File: config.mk
export PLATFORM = sky130hd
export DESIGN_NAME = msd_mode_sync_decoder
export DESIGN_NICKNAME = d
export VERILOG_FILES = /design/src/msd_pkg.sv /design/src/msd_meter_if.sv /design/src/msd_edge_meter.sv /design/src/msd_mode_sync_decoder.sv
export SDC_FILE = /design/constraint.sdc
export NUM_CORES = 1
export LEC_CHECK = 0
export BUFFER_PORTS_ARGS = -buffer_cell sky130_fd_sc_hd__buf_2
export CORE_MARGIN = 5
export CORE_UTILIZATION = 30
export CTS_CLUSTER_DIAMETER = 50
export DETAILED_ROUTE_END_ITERATION = 8
export PLACE_DENSITY = 0.4
export SLEW_MARGIN = 30
export SYNTH_ARGS = -nofsm -noshare
export SYNTH_HDL_FRONTEND = slang
export SYNTH_SLANG_ARGS = --single-unit
File: constraint.sdc
create_clock -name core_clk -period 4.2 [get_ports core_clk]
set_input_delay 0.42 -clock core_clk [delete_from_list [all_inputs] [get_ports core_clk]]
set_output_delay 0.42 -clock core_clk [all_outputs]
set_load 0.05 [all_outputs]
File: src/msd_pkg.sv
// Purpose: shared constants for the mode/sync pin decoder
// Assumes: core clock of 40 MHz; times are given in ns and turned into cycles here
// Notes: timing figures without a printed value are plain defaults
package msd_pkg;

    // ==================================================================
    // clock and time conversion
    localparam int CLK_MHZ = 40;

    // least time: round up, never below one cycle
    function automatic int ceil_cyc(input int ns);
        int c;
        c = (ns * CLK_MHZ + 999) / 1000;
        return (c < 1) ? 1 : c;
    endfunction : ceil_cyc

    // longest time: round down, never below one cycle
    function automatic int floor_cyc(input int ns);
        int c;
        c = (ns * CLK_MHZ) / 1000;
        return (c < 1) ? 1 : c;
    endfunction : floor_cyc

    // ==================================================================
    // timing (ns as written, cycles derived)
    localparam int MODE_SETTLE_NS = 250000;
    localparam int SYNC_MIN_PERIOD_NS = 150;
    localparam int SYNC_MAX_PERIOD_NS = 5000;
    localparam int SYNC_MIN_PHASE_NS = 50;
    localparam int DEFAULT_SW_PERIOD_NS = 2500;
    localparam int MODE_SETTLE_CYC = ceil_cyc(MODE_SETTLE_NS);
    localparam int SYNC_MIN_PERIOD_CYC = ceil_cyc(SYNC_MIN_PERIOD_NS);
    localparam int SYNC_MAX_PERIOD_CYC = floor_cyc(SYNC_MAX_PERIOD_NS);
    localparam int SYNC_MIN_PHASE_CYC = ceil_cyc(SYNC_MIN_PHASE_NS);
    localparam int DEFAULT_SW_PERIOD_CYC = floor_cyc(DEFAULT_SW_PERIOD_NS);

    // ==================================================================
    // counts and widths
    localparam int CNT_W = 16;
    localparam int SETTLE_W = 24;
    localparam int PULSE_W = 12;
    localparam logic [PULSE_W-1:0] PULSE_CTRL_PULSES = 12'h0004;
    localparam logic [PULSE_W-1:0] LOCK_PULSES = 12'h0800;
    localparam logic [2:0] DOUBLE_PULSE_RISES = 3'h2;

    // ==================================================================
    // level classes from the pin comparators
    typedef enum logic [1:0] {
        LVL_GND   = 2'h0,
        LVL_VCC   = 2'h1,
        LVL_VIN   = 2'h3,
        LVL_STRAP = 2'h2
    } msd_level_e;

endpackage : msd_pkg
File: src/msd_meter_if.sv
// Purpose: carries pulse measurements from the edge meter to the decoder
// Assumes: both ends run on core_clk
// Notes: all event signals are one-cycle pulses
`timescale 1ns/1ps
interface msd_meter_if #(parameter int CW = 16);
    logic riseEv;
    logic okEv;
    logic badEv;
    logic settleEv;
    logic quiet;
    logic level;
    logic [CW-1:0] period;

    modport meter (output riseEv, okEv, badEv, settleEv, quiet, level, period);
    modport dec (input riseEv, okEv, badEv, settleEv, quiet, level, period);
endinterface : msd_meter_if

File: src/msd_edge_meter.sv
// Purpose: synchronises the mode/sync pin and measures each pulse of a train
// Assumes: pin is asynchronous to core_clk
// Notes: a period is judged valid on the rise that closes it
`timescale 1ns/1ps
module msd_edge_meter #(
    parameter int CW = msd_pkg::CNT_W,
    parameter int SW = msd_pkg::SETTLE_W,
    parameter int MODE_CYC = msd_pkg::MODE_SETTLE_CYC
) (
    // clock and reset
    input wire logic core_clk,
    input wire logic nrst,
    // pin
    input wire logic modeSyncPin,
    // measurements
    msd_meter_if.meter m
);
    typedef struct packed {
        logic s1;
        logic s2;
        logic prev;
        logic armed;
        logic [CW-1:0] since;
        logic [CW-1:0] high;
        logic [SW-1:0] quietCnt;
        logic riseEv;
        logic okEv;
        logic badEv;
        logic settleEv;
        logic quiet;
        logic [CW-1:0] period;
    } msd_meter_s;

    localparam logic [CW-1:0] MIN_PER = CW'(msd_pkg::SYNC_MIN_PERIOD_CYC);
    localparam logic [CW-1:0] MAX_PER = CW'(msd_pkg::SYNC_MAX_PERIOD_CYC);
    localparam logic [CW-1:0] MIN_PH = CW'(msd_pkg::SYNC_MIN_PHASE_CYC);
    localparam logic [SW-1:0] QUIET_CYC = SW'(MODE_CYC);

    msd_meter_s r_r;
    msd_meter_s r_nxt;
    logic rise;
    logic fall;
    logic [CW-1:0] perNow;

    // ==================================================================
    // edge detection and period checks; s1 feeds s2 only
    always_comb begin
        r_nxt = r_r;
        r_nxt.s1 = modeSyncPin;
        r_nxt.s2 = r_r.s1;
        r_nxt.prev = r_r.s2;
        rise = r_r.s2 & ~r_r.prev;
        fall = ~r_r.s2 & r_r.prev;
        perNow = r_r.since + 1'b1;
        r_nxt.riseEv = rise;
        r_nxt.okEv = 1'b0;
        r_nxt.badEv = 1'b0;
        r_nxt.settleEv = 1'b0;
        if (r_r.since != MAX_PER) begin
            r_nxt.since = perNow;
        end
        if (fall) begin
            r_nxt.high = perNow;
        end
        // a too-long gap breaks the train once, then disarms
        if (r_r.armed && r_r.since == MAX_PER && !rise) begin
            r_nxt.badEv = 1'b1;
            r_nxt.armed = 1'b0;
        end
        if (rise) begin
            r_nxt.since = '0;
            r_nxt.armed = 1'b1;
            if (r_r.armed) begin
                if (perNow >= MIN_PER && perNow <= MAX_PER && r_r.high >= MIN_PH
                    && (perNow - r_r.high) >= MIN_PH) begin
                    r_nxt.okEv = 1'b1;
                    r_nxt.period = perNow;
                end else begin
                    r_nxt.badEv = 1'b1;
                end
            end
        end
        // steady level timer; settle event fires once per quiet stretch
        if (rise || fall) begin
            r_nxt.quietCnt = '0;
            r_nxt.quiet = 1'b0;
        end else if (r_r.quietCnt != QUIET_CYC) begin
            r_nxt.quietCnt = r_r.quietCnt + 1'b1;
            if (r_r.quietCnt == QUIET_CYC - 1'b1) begin
                r_nxt.settleEv = 1'b1;
                r_nxt.quiet = 1'b1;
                r_nxt.armed = 1'b0;
            end
        end
    end

    // state register
    always_ff @(posedge core_clk or negedge nrst) begin
        if (!nrst) begin
            r_r <= '0;
        end else begin
            r_r <= r_nxt;
        end
    end

    assign m.riseEv = r_r.riseEv;
    assign m.okEv = r_r.okEv;
    assign m.badEv = r_r.badEv;
    assign m.settleEv = r_r.settleEv;
    assign m.quiet = r_r.quiet;
    assign m.level = r_r.prev;
    assign m.period = r_r.period;

endmodule : msd_edge_meter

File: src/msd_mode_sync_decoder.sv
// Purpose: decodes the mode/sync pin into operating mode, spread spectrum and clock lock
// Assumes: pin and comparator/foldback inputs are asynchronous; core_clk is 40 MHz
// Notes: only nrst returns the pin to level-dependent control
`timescale 1ns/1ps
module msd_mode_sync_decoder #(
    parameter int MODE_CYC = msd_pkg::MODE_SETTLE_CYC,
    parameter int DEF_PER = msd_pkg::DEFAULT_SW_PERIOD_CYC
) (
    // clock and reset
    input wire logic core_clk,
    input wire logic nrst,
    // pin and analog status
    input wire logic modeSyncPin,
    input wire logic [1:0] levelClass,
    input wire logic dropoutFoldback,
    input wire logic lowFreqCond,
    // decoded mode
    output logic modeFpwm,
    output logic modeSync,
    output logic diodeEmuEn,
    output logic spreadEn,
    output logic pulseCtrl,
    // clock locking
    output logic freqLocked,
    output logic phaseAligned,
    output logic swClkPulse
);
    localparam int CW = msd_pkg::CNT_W;
    localparam int SW = msd_pkg::SETTLE_W;
    localparam int PW = msd_pkg::PULSE_W;
    localparam logic [SW-1:0] SETTLE = SW'(MODE_CYC);
    localparam logic [CW-1:0] DEF_P = CW'(DEF_PER);

    typedef struct packed {
        logic [1:0] lvA;
        logic [1:0] lvB;
        logic drA;
        logic drB;
        logic lfA;
        logic lfB;
        logic [1:0] lvSeen;
        logic [SW-1:0] lvStable;
        logic pulseCtrl;
        logic strapFixed;
        logic [PW-1:0] okCnt;
        logic [2:0] rises;
        logic forced_pwm_mode;
        logic sync;
        logic ssReq;
        logic spread;
        logic dem;
        logic locked;
        logic trans;
        logic aligned;
        logic swPulse;
        logic [CW-1:0] osc;
        logic [CW-1:0] per;
    } msd_top_s;

    msd_top_s r_r;
    msd_top_s r_nxt;
    logic [CW:0] avgSum;

    msd_meter_if #(.CW(CW)) mIf ();

    msd_edge_meter #(.CW(CW), .SW(SW), .MODE_CYC(MODE_CYC)) uMeter (
        .core_clk(core_clk),
        .nrst(nrst),
        .modeSyncPin(modeSyncPin),
        .m(mIf.meter)
    );

    // ==================================================================
    // decode and oscillator
    always_comb begin
        r_nxt = r_r;
        r_nxt.lvA = levelClass;
        r_nxt.lvB = r_r.lvA;
        r_nxt.drA = dropoutFoldback;
        r_nxt.drB = r_r.drA;
        r_nxt.lfA = lowFreqCond;
        r_nxt.lfB = r_r.lfA;
        r_nxt.swPulse = 1'b0;
        avgSum = {1'b0, DEF_P} + {1'b0, mIf.period};
        // level class must hold a full settling time before it counts
        if (r_r.lvB != r_r.lvSeen) begin
            r_nxt.lvSeen = r_r.lvB;
            r_nxt.lvStable = '0;
        end else if (r_r.lvStable != SETTLE) begin
            r_nxt.lvStable = r_r.lvStable + 1'b1;
        end
        if (!r_r.pulseCtrl && !r_r.strapFixed && r_r.lvStable == SETTLE) begin
            case (msd_pkg::msd_level_e'(r_r.lvSeen))
                msd_pkg::LVL_GND: begin
                    r_nxt.forced_pwm_mode = 1'b0;
                    r_nxt.ssReq = 1'b1;
                end
                msd_pkg::LVL_VCC: begin
                    r_nxt.forced_pwm_mode = 1'b1;
                    r_nxt.ssReq = 1'b1;
                end
                msd_pkg::LVL_VIN: begin
                    r_nxt.forced_pwm_mode = 1'b1;
                    r_nxt.ssReq = 1'b0;
                end
                default: begin
                    r_nxt.forced_pwm_mode = 1'b0;
                    r_nxt.ssReq = 1'b0;
                    r_nxt.strapFixed = 1'b1;
                end
            endcase
        end
        // pulse trains; a strapped pin ignores all of this
        if (!r_r.strapFixed) begin
            if (mIf.riseEv && r_r.rises != 3'h7) begin
                r_nxt.rises = r_r.rises + 1'b1;
            end
            if (mIf.okEv && r_r.okCnt != msd_pkg::LOCK_PULSES) begin
                r_nxt.okCnt = r_r.okCnt + 1'b1;
                if (r_r.okCnt == msd_pkg::PULSE_CTRL_PULSES - 1'b1) begin
                    r_nxt.pulseCtrl = 1'b1;
                end
            end
            if (mIf.okEv && r_r.pulseCtrl && !r_r.locked
                && r_r.rises >= msd_pkg::DOUBLE_PULSE_RISES) begin
                r_nxt.sync = 1'b1;
                r_nxt.ssReq = 1'b1;
            end
            // lock only after the pulse count and with full frequency available
            if (r_r.sync && !r_r.locked && r_r.okCnt == msd_pkg::LOCK_PULSES
                && !r_r.lfB) begin
                r_nxt.locked = 1'b1;
                r_nxt.ssReq = 1'b0;
                r_nxt.trans = 1'b1;
                r_nxt.per = avgSum[CW:1];
            end
            if (mIf.badEv) begin
                r_nxt.okCnt = '0;
                r_nxt.locked = 1'b0;
                r_nxt.trans = 1'b0;
                r_nxt.aligned = 1'b0;
                r_nxt.per = DEF_P;
            end
            // steady level for the settling time ends any sync or double pulse
            if (mIf.settleEv) begin
                r_nxt.okCnt = '0;
                r_nxt.rises = '0;
                if (r_r.pulseCtrl) begin
                    r_nxt.forced_pwm_mode = mIf.level;
                    r_nxt.ssReq = r_r.sync || r_r.rises != msd_pkg::DOUBLE_PULSE_RISES;
                    r_nxt.sync = 1'b0;
                    r_nxt.locked = 1'b0;
                    r_nxt.trans = 1'b0;
                    r_nxt.aligned = 1'b0;
                    r_nxt.per = DEF_P;
                end
            end
        end
        // switching clock; the lock cycle keeps the running phase
        if (r_r.osc >= r_r.per - 1'b1) begin
            r_nxt.osc = '0;
            r_nxt.swPulse = 1'b1;
            if (r_r.trans) begin
                r_nxt.trans = 1'b0;
                r_nxt.per = mIf.period;
            end
        end else begin
            r_nxt.osc = r_r.osc + 1'b1;
        end
        // one step per sync rise, so alignment takes tens of cycles
        if (r_r.locked && !r_r.trans && mIf.riseEv) begin
            r_nxt.aligned = (r_r.osc == '0);
            r_nxt.per = mIf.okEv ? mIf.period : r_nxt.per;
            if (r_r.osc != '0 && r_r.osc < {1'b0, r_r.per[CW-1:1]}) begin
                r_nxt.osc = r_r.osc;
            end else if (r_r.osc != '0 && r_r.osc + 2'h2 < r_r.per) begin
                r_nxt.osc = r_r.osc + 2'h2;
            end else if (r_r.osc != '0) begin
                r_nxt.osc = r_r.osc + 2'h2 - r_r.per; // advance across the wrap
                r_nxt.swPulse = 1'b1;
            end
        end
        // spread is off in dropout foldback and while locked
        r_nxt.spread = r_nxt.ssReq && !r_r.drB && !r_nxt.locked && !r_nxt.strapFixed;
        r_nxt.dem = !(r_nxt.forced_pwm_mode || r_nxt.sync);
    end

    // state register; restart returns to level control
    always_ff @(posedge core_clk or negedge nrst) begin
        if (!nrst) begin
            r_r <= '0;
            r_r.per <= DEF_P;
            r_r.dem <= 1'b1;
        end else begin
            r_r <= r_nxt;
        end
    end

    assign modeFpwm = r_r.forced_pwm_mode;
    assign modeSync = r_r.sync;
    assign diodeEmuEn = r_r.dem;
    assign spreadEn = r_r.spread;
    assign pulseCtrl = r_r.pulseCtrl;
    assign freqLocked = r_r.locked;
    assign phaseAligned = r_r.aligned;
    assign swClkPulse = r_r.swPulse;

    // ==================================================================
    // checks
    property p_entry;
        @(posedge core_clk) disable iff (!nrst)
        $rose(r_r.pulseCtrl) |-> $past(mIf.okEv) && $past(r_r.okCnt) == 12'h0003;
    endproperty
    a_entry: assert property (p_entry) else $error("pulse control without fourth pulse");

    property p_sticky;
        @(posedge core_clk) disable iff (!nrst)
        r_r.pulseCtrl |=> r_r.pulseCtrl [*4];
    endproperty
    a_sticky: assert property (p_sticky) else $error("pulse control dropped");

    property p_no_lock_level;
        @(posedge core_clk) disable iff (!nrst)
        !r_r.pulseCtrl |-> !r_r.locked && !r_r.sync;
    endproperty
    a_no_lock_level: assert property (p_no_lock_level) else $error("lock in level control");

    property p_lock_ss;
        @(posedge core_clk) disable iff (!nrst)
        $rose(r_r.locked) |=> !r_r.spread;
    endproperty
    a_lock_ss: assert property (p_lock_ss) else $error("spread on while locked");

    property p_lowfreq;
        @(posedge core_clk) disable iff (!nrst)
        $rose(r_r.locked) |-> !$past(r_r.lfB) && $past(r_r.okCnt) == 12'h0800;
    endproperty
    a_lowfreq: assert property (p_lowfreq) else $error("lock while slowed");

    property p_dropout;
        @(posedge core_clk) disable iff (!nrst)
        r_r.drB |=> !r_r.spread;
    endproperty
    a_dropout: assert property (p_dropout) else $error("spread on in foldback");

    property p_sync_dem;
        @(posedge core_clk) disable iff (!nrst)
        r_r.sync |-> !r_r.dem;
    endproperty
    a_sync_dem: assert property (p_sync_dem) else $error("diode emulation in sync");

    property p_strap;
        @(posedge core_clk) disable iff (!nrst)
        r_r.strapFixed |=> !r_r.forced_pwm_mode && !r_r.spread && !r_r.pulseCtrl && r_r.strapFixed;
    endproperty
    a_strap: assert property (p_strap) else $error("strapped mode changed");

    property p_settle_leave;
        @(posedge core_clk) disable iff (!nrst)
        mIf.settleEv && r_r.pulseCtrl && !r_r.strapFixed |=>
            !r_r.sync && r_r.forced_pwm_mode == $past(mIf.level) && r_r.pulseCtrl;
    endproperty
    a_settle_leave: assert property (p_settle_leave) else $error("settle not applied");

    property p_trans;
        @(posedge core_clk) disable iff (!nrst)
        $rose(r_r.trans) |-> (r_r.per >= DEF_P || r_r.per >= mIf.period)
            && (r_r.per <= DEF_P || r_r.per <= mIf.period);
    endproperty
    a_trans: assert property (p_trans) else $error("transition cycle out of range");

    c_pulse: cover property (@(posedge core_clk) disable iff (!nrst) $rose(r_r.pulseCtrl));
    c_lock: cover property (@(posedge core_clk) disable iff (!nrst) $rose(r_r.locked));
    c_align: cover property (@(posedge core_clk) disable iff (!nrst) $rose(r_r.aligned));
    c_dbl: cover property (@(posedge core_clk) disable iff (!nrst)
        r_r.pulseCtrl && $fell(r_r.ssReq) && !r_r.locked);

endmodule : msd_mode_sync_decoder

==> results of run 1 <==
[cell usage after synthesis (all sizes together) (24+ instances only)]
master  count
xnor2      70
and2       25
ha         80
a21o       24
o21ai      61
nand4      26
clkbuf     33
xor2       52
dfrtp     168
nand3      54
nor3       26
a21oi      76
inv        74
nor2      149
nand2      84
[cell usage in the layout, fill, tap and decap left out, types with 13 or more instances in the layout]
master	n
o21ai_0	58
clkbuf_16	17
dfrtp_1	168
nor2b_1	16
nor4_1	16
buf_4	52
inv_1	74
a21o_1	24
xnor2_1	69
nand2_1	82
nand3_1	51
nand2b_1	13
nor3_1	23
xor2_1	51
and2_1	24
and3_1	20
a22oi_1	15
nand4_1	26
nor2_1	149
ha_1	79
buf_2	13
a21oi_1	76
[area by class of cell]
class	count	area, µm²
fill	3750	23800
tap	468	586
inverter	74	278
clock buffer	22	464
multi-input combinational	951	6380
timing repair buffer	70	548
clock inverter	10	165
sequential	172	4310
[through the flow]
| step | utilization | std cells | setup slack, ns | instance area [µm²] | total power [mW] |
|---|---|---|---|---|---|
| 6_report | 0.348 | 1767 | 0.287 | 12700 | 5.94 |
| 2_1_floorplan | - | 1233 | 0.529 | 11100 | 3.50 |
| 4_1_cts | 0.346 | 1762 | 0.0196 | 12600 | 5.99 |
| 3_3_place_gp | 0.329 | 1730 | 0.132 | 12000 | 4.23 |
| 5_1_grt | 0.348 | 1767 | 0.0315 | 12700 | 6.36 |
| 3_5_place_dp | 0.329 | 1730 | 0.0829 | 12000 | 4.21 |
[metal layers]
layer | GRT usage | vias up
met5 | 0 | -
li1 | - | 4459
met2 | 0.220 | 92
met4 | 0.0335 | 0
met3 | 0.0229 | 21
met1 | 0.221 | 4222
[sequential cells by signal, summed over array words and instances, names as in the netlist, 2 cells and up]
signal           cells
uMeter.m.period     16
uMeter.r_r          57
uMeter.r_nxt         2
r_r                 80
r_nxt                4
[worst max-delay path: cells and delay by family (launching register included)]
family          cells  cell delay [ns]
compound gates      3             0.67
xor+xnor            1             0.20
fa+ha+maj           2             0.49
buf+inv             3             0.33
flops               1             0.35
mux                 1             0.26
simple gates        7             1.50
[cells by family (layout without fill, tap and decap cells)]
group                    count (synthesis)  in the layout  share of synthesized area
XOR/XNOR                               122            122                     0.0977
multiplexers                            18             18                     0.0171
flip-flops                             172            172                      0.388
adder cells (fa/ha/maj)                 82             82                     0.0939
AO/OA/AOI/OAI                          261            261                      0.152
buffers and inverters                  110            176                     0.0380
AND/OR/NAND/NOR                        468            468                      0.212
[how the worst max path moves through the flow]
stage                                          start                        endpoint
after floorplan           uMeter.r_r[61]$_DFFE_PN0P_  uMeter.m.period[0]$_DFFE_PN0P_
after global placement    uMeter.r_r[61]$_DFFE_PN0P_  uMeter.m.period[5]$_DFFE_PN0P_
after detailed placement  uMeter.r_r[61]$_DFFE_PN0P_  uMeter.m.period[4]$_DFFE_PN0P_
after CTS                 uMeter.r_r[61]$_DFFE_PN0P_  uMeter.m.period[6]$_DFFE_PN0P_
after global routing                r_r[2]$_DFF_PN1_             r_r[30]$_DFFE_PN0P_
final                     uMeter.r_r[61]$_DFFE_PN0P_  uMeter.m.period[6]$_DFFE_PN0P_
[what timing repair did]
action | in CTS | in global routing
resized for setup | 0 | 1
setup buffers | 0 | 3
endpoints found under the setup margin | 0 | 11
hold endpoints to repair | 0 | 32
hold buffers | 0 | 1
[power by group through the flow]
stage                     Clock, mW  Combinational, mW  Sequential [mW]
after floorplan                   0               1.49             2.01
after global placement            0               2.20             2.03
after detailed placement          0               2.19             2.03
after CTS                      1.79               2.20             2.00
after global routing           1.86               2.49             2.02
final                          1.73               2.22             1.99
==> results.md, run 1 <==
* Status: complete, no violations
* Switch share at 0.364
* Via count of the first global-routing pass at 8872
* Num CTS Buffers at 17
* Final hold violations at 0
* CTS tree: yes
* Nets at 1375
* Net Switching at 2.16 mW
* Pin count of the biggest net entering global routing at 113
* Combinational share of power at 0.373
* Pleak at 5.89 nW
* Final RePlAce weighted congestion at 0.777
* HP Class: input pin to register
* Syn-to-layout area delta at 14.7%
* R2r endpoint: uMeter.m.period[6]$_DFFE_PN0P_
* Ranking of synthesized cells by area: dfrtp_1, ha_1, xnor2_1
* R2R depth at 17
* Synthesized flop and latch total at 172
* Relative slew margins at 0.344
* Req. time, crit path at 4.52 ns
* Synthesized Nets at 1322
* Cell at the slowest stage of the critical path: or3_1
* Row count at 70
* Final worst path period share at 0.932
* CTS Sinks at 172
* Die area at 40900 µm²
* Core area at 36500 µm²
* Kind of critical path: register to register
* First-pass DRT Iterations at 5
* WL per Instance at 16.6 µm
* Reg2reg start: uMeter.r_r[61]$_DFFE_PN0P_
* Total number of vias at 8794
* Clk_skew at 0.0121 ns
* Maxcap violations at 0
* Tightest Pin Transition at 0.977 ns
* Fmax at 0.256 GHz
* Hold depth at 1
* Clock latency on the worst-skew pair at 0.44 ns
* Met2 WL at 12.8 mm
* Cells after Synth at 1233
* Die width at 202 µm
* Setup TNS at 0 ns
* Total Routing Usage GR at 0.147
* P_int at 3.78 mW
* Crit Path Max Fanout at 10
* Beginning of the worst hold path: levelClass[1]
* Synth Cell Area at 11100 µm²
* Clock power frac at 0.291
* Asr flop ratio synth at 1.00
* Ports at 15
* Peak VDD IR at 0.000206 V
* Post-synth EDFFs at 0
* Worst Setup Start Kind: register
* DP Wirelength at 22.0 mm
* ANT nets after route at 0
* Power Dens Cells at 467 nW/µm²
* R2R Setup Slk at 0.29 ns
* Sequential power share at 0.336
* # DRC at 0
* Final setup violation count at 0
* M1 WL at 15.6 mm
* GRT overflow at 0
* Met3 wire length at 660 µm
* Critical Path Max Stage Delay at 0.42 ns
* Cell variety after synth at 72
* Synth top area share at 0.379
* Setup crit end kind: register
* H-tree depth at 4
* Hold WS at 0.0856 ns
* Max layer used: met4
* Critical path arrival at 4.23 ns
* Final wirelength at 29.4 mm
* Initial antenna violation count at 0
* Seq/Total Area, Yosys at 0.388
* Detailed-route vias per instance at 4.98
* Pins over their slew limit at 0
* Chip height at 202 µm
* Reg clk slew, reported paths at 0.07 ns
* Crit path time final at 3.91 ns
* Hold path endpoint: r_nxt[89]$_DFF_PN0_
* Port Buffers at 14
* Dominant cell type by area after synthesis: dfrtp_1
* Main flop type after synthesis: dfrtp_1
* RSZ-0062 raised after global routing: no
* Initial Utilization at 0.304
* Clock root buffer: clkbuf_16
* Share of layout cells above drive strength 1 at 0.102
* Yosys warns at 0
* Diode count at 0
* Critical path cell sequence: ha_1 -> nand2_1 -> or3_1 -> nor2b_1 -> xnor2_1 -> inv_1 -> ha_1 -> inv_1 -> and3_1 -> a2111oi_2 -> o21ai_0 -> nor4_1 -> o2111ai_1 -> nor4_4 -> nor3_4 -> buf_12 -> mux2_2
* First-pass GRT wire length at 49.0 mm
* CTS max path bufs at 2
* DRT iter0 DRCs at 468
* Synthesized area per cell at 9.00 µm²
Note: power is estimated with default switching activity, not from simulation.
==> run 2, diff against run 1 <==
Clock period 4.2 ns to 4 ns, I/O delays scaled along.
==> results.md, run 2 (same netlist as run 1, synthesis figures left out) <==
* Chip height at 202 µm
* DRT iter0 DRCs at 558
* Final worst path period share at 0.931
* FILL cells at 3772
* Pleak at 5.95 nW
* Crit path time final at 3.72 ns
* Diode count at 0
* CTS tree: yes
* Most frequent cells in the layout: dfrtp_1, nor2_1, nand2_1, ha_1, a21oi_1
* Core area at 36500 µm²
* Reg clk slew, reported paths at 0.07 ns
* First-pass DRT Iterations at 5
* Tightest Pin Transition at 0.885 ns
* First-pass GRT wire length at 48.7 mm
* Final RePlAce weighted congestion at 0.790
* Die area at 40900 µm²
* Crit-path leading delay family: compound AO/OA/AOI/OAI gates
* Final setup violation count at 0
* Pins over their slew limit at 0
* Kind of critical path: register to register
* Reg2reg start: uMeter.r_r[61]$_DFFE_PN0P_
* Largest register by flop count: r_r
* Die width at 202 µm
* CTS Sinks at 172
* # DRC at 0
* Total Routing Usage GR at 0.146
* Total number of vias at 8955
* GRT overflow at 0
* Critical path arrival at 4.04 ns
* Worst Setup Start Kind: register
* H-tree depth at 4
* DP Wirelength at 21.9 mm
* Crit path buf inv count at 4
* Fmax at 0.268 GHz
* Syn-to-layout area delta at 15.5%
* Clk_skew at 0.0113 ns
* Largest register FFs at 80
* Final wirelength at 29.6 mm
* ANT nets after route at 0
* Crit Path Max Fanout at 5
* Final hold violations at 2
* Share of layout cells above drive strength 1 at 0.114
* Via count of the first global-routing pass at 8830
* Setup TNS at 0 ns
* Status: finished, violations left
* Setup crit end kind: register
* Num CTS Buffers at 17
* RSZ-0062 raised after global routing: no
* Port Buffers at 14
* HP Class: input pin to asynchronous set/reset pin
* Cell at the slowest stage of the critical path: dfrtp_1
* Hold WS at -0.00455 ns
* Critical Path Max Stage Delay at 0.38 ns
* Maxcap violations at 0
* Nets at 1386
* Initial antenna violation count at 0
* Violated checks: negative hold slack
* Ports at 15
* Power Total at 6.27 mW
* Power Dens Cells at 489 nW/µm²
* Row count at 70
* R2R Setup Slk at 0.28 ns
* Most common cell type on the critical path: buf_4
* Commonest non-fill, non-tap cell in the layout: dfrtp_1
* Clock root buffer: clkbuf_16
* Clock latency on the worst-skew pair at 0.44 ns
* Req. time, crit path at 4.32 ns
* Relative slew margins at 0.406
* Peak VDD IR at 0.000279 V
* R2r endpoint: uMeter.m.period[0]$_DFFE_PN0P_
* Initial Utilization at 0.304
* Pin count of the biggest net entering global routing at 102
* Detailed-route vias per instance at 5.04
* WL per Instance at 16.7 µm
* R2R depth at 16
* Critical path cell sequence: buf_4 -> ha_1 -> xnor2_1 -> inv_1 -> ha_1 -> nor2b_1 -> o2111ai_2 -> a31oi_2 -> o2111ai_1 -> and3_1 -> o211ai_1 -> nor4_4 -> buf_4 -> nor3_4 -> buf_4 -> mux2_2
* CTS max path bufs at 2
==> run 2: changes by cell type in the layout (fill, tap and decap cells not counted), moves of 2 or more <==
cell / change
clkbuf_1: -2
clkinv_4: +2
o21ai_1: +3
o21ai_0: -3
ha_1: -2
buf_4: +12
clkinvlp_4: -3
==> run 2: metal layers <==
metal,vias to the layer above,GRT usage,wire length (µm)
met5,-,0,0
met4,0,0.0284,219
met3,17,0.0204,696
met2,114,0.223,12900
met1,4348,0.220,15700
li1,4476,-,-
==> run 2: stage by stage <==
step,hold slack [ns],instances,util,area (µm²),setup slack [ns]
3_3_place_gp,0.332,1740,0.331,12100,0.137
6_report,-0.00455,1777,0.351,12800,0.275
4_1_cts,0.0400,1771,0.349,12700,0.149
3_5_place_dp,0.337,1740,0.331,12100,0.156
2_1_floorplan,0.104,1233,-,11100,0.329
5_1_grt,0.0453,1777,0.351,12800,0.00348
==> run 2: area by class of cell <==
cell class                      count  area (µm²)  area share
Multi-Input combinational cell    952        6410       0.500
Timing Repair Buffer               80         601      0.0469
Sequential cell                   172        4310       0.336
Inverter                           74         278      0.0217
Clock inverter                     12         185      0.0145
Tap cell                          468         586      0.0457
Clock buffer                       19         443      0.0346
==> run 2: where the power goes <==
part	switching, mW	internal [mW]
registers	0.175	1.91
clock network	0.752	1.07
logic	1.37	0.994
total	2.30	3.98
==> run 2: how the worst max path moves through the flow <==
| stage | startpoint | endpoint | slack [ns] | cells after the start |
|---|---|---|---|---|
| finish | uMeter.r_r[61]$_DFFE_PN0P_ | uMeter.m.period[0]$_DFFE_PN0P_ | 0.28 | 16 |
| CTS | uMeter.r_r[61]$_DFFE_PN0P_ | uMeter.m.period[4]$_DFFE_PN0P_ | 0.15 | 15 |
| global placement | uMeter.r_r[61]$_DFFE_PN0P_ | uMeter.m.period[0]$_DFFE_PN0P_ | 0.14 | 16 |
| global route | uMeter.r_r[61]$_DFFE_PN0P_ | uMeter.m.period[1]$_DFFE_PN0P_ | 0.003 | 17 |
| detailed placement | uMeter.r_r[61]$_DFFE_PN0P_ | uMeter.m.period[0]$_DFFE_PN0P_ | 0.16 | 16 |
| floorplan | uMeter.r_r[61]$_DFFE_PN0P_ | uMeter.m.period[0]$_DFFE_PN0P_ | 0.33 | 16 |
==> run 2: what timing repair did <==
item                                    CTS  global route
setup buffers                             0             5
endpoints found under the setup margin    0            30
gates resized for setup                   0            10
hold buffers                              0             0
==> run 2: worst register-to-register path: cells and delay by family (launching register included) <==
kind	cells	cell delay, ns
mux	1	0.33
compound gates	4	0.92
buf+inv	4	0.61
fa+ha+maj	2	0.58
simple gates	4	0.59
flops	1	0.38
xor+xnor	1	0.21
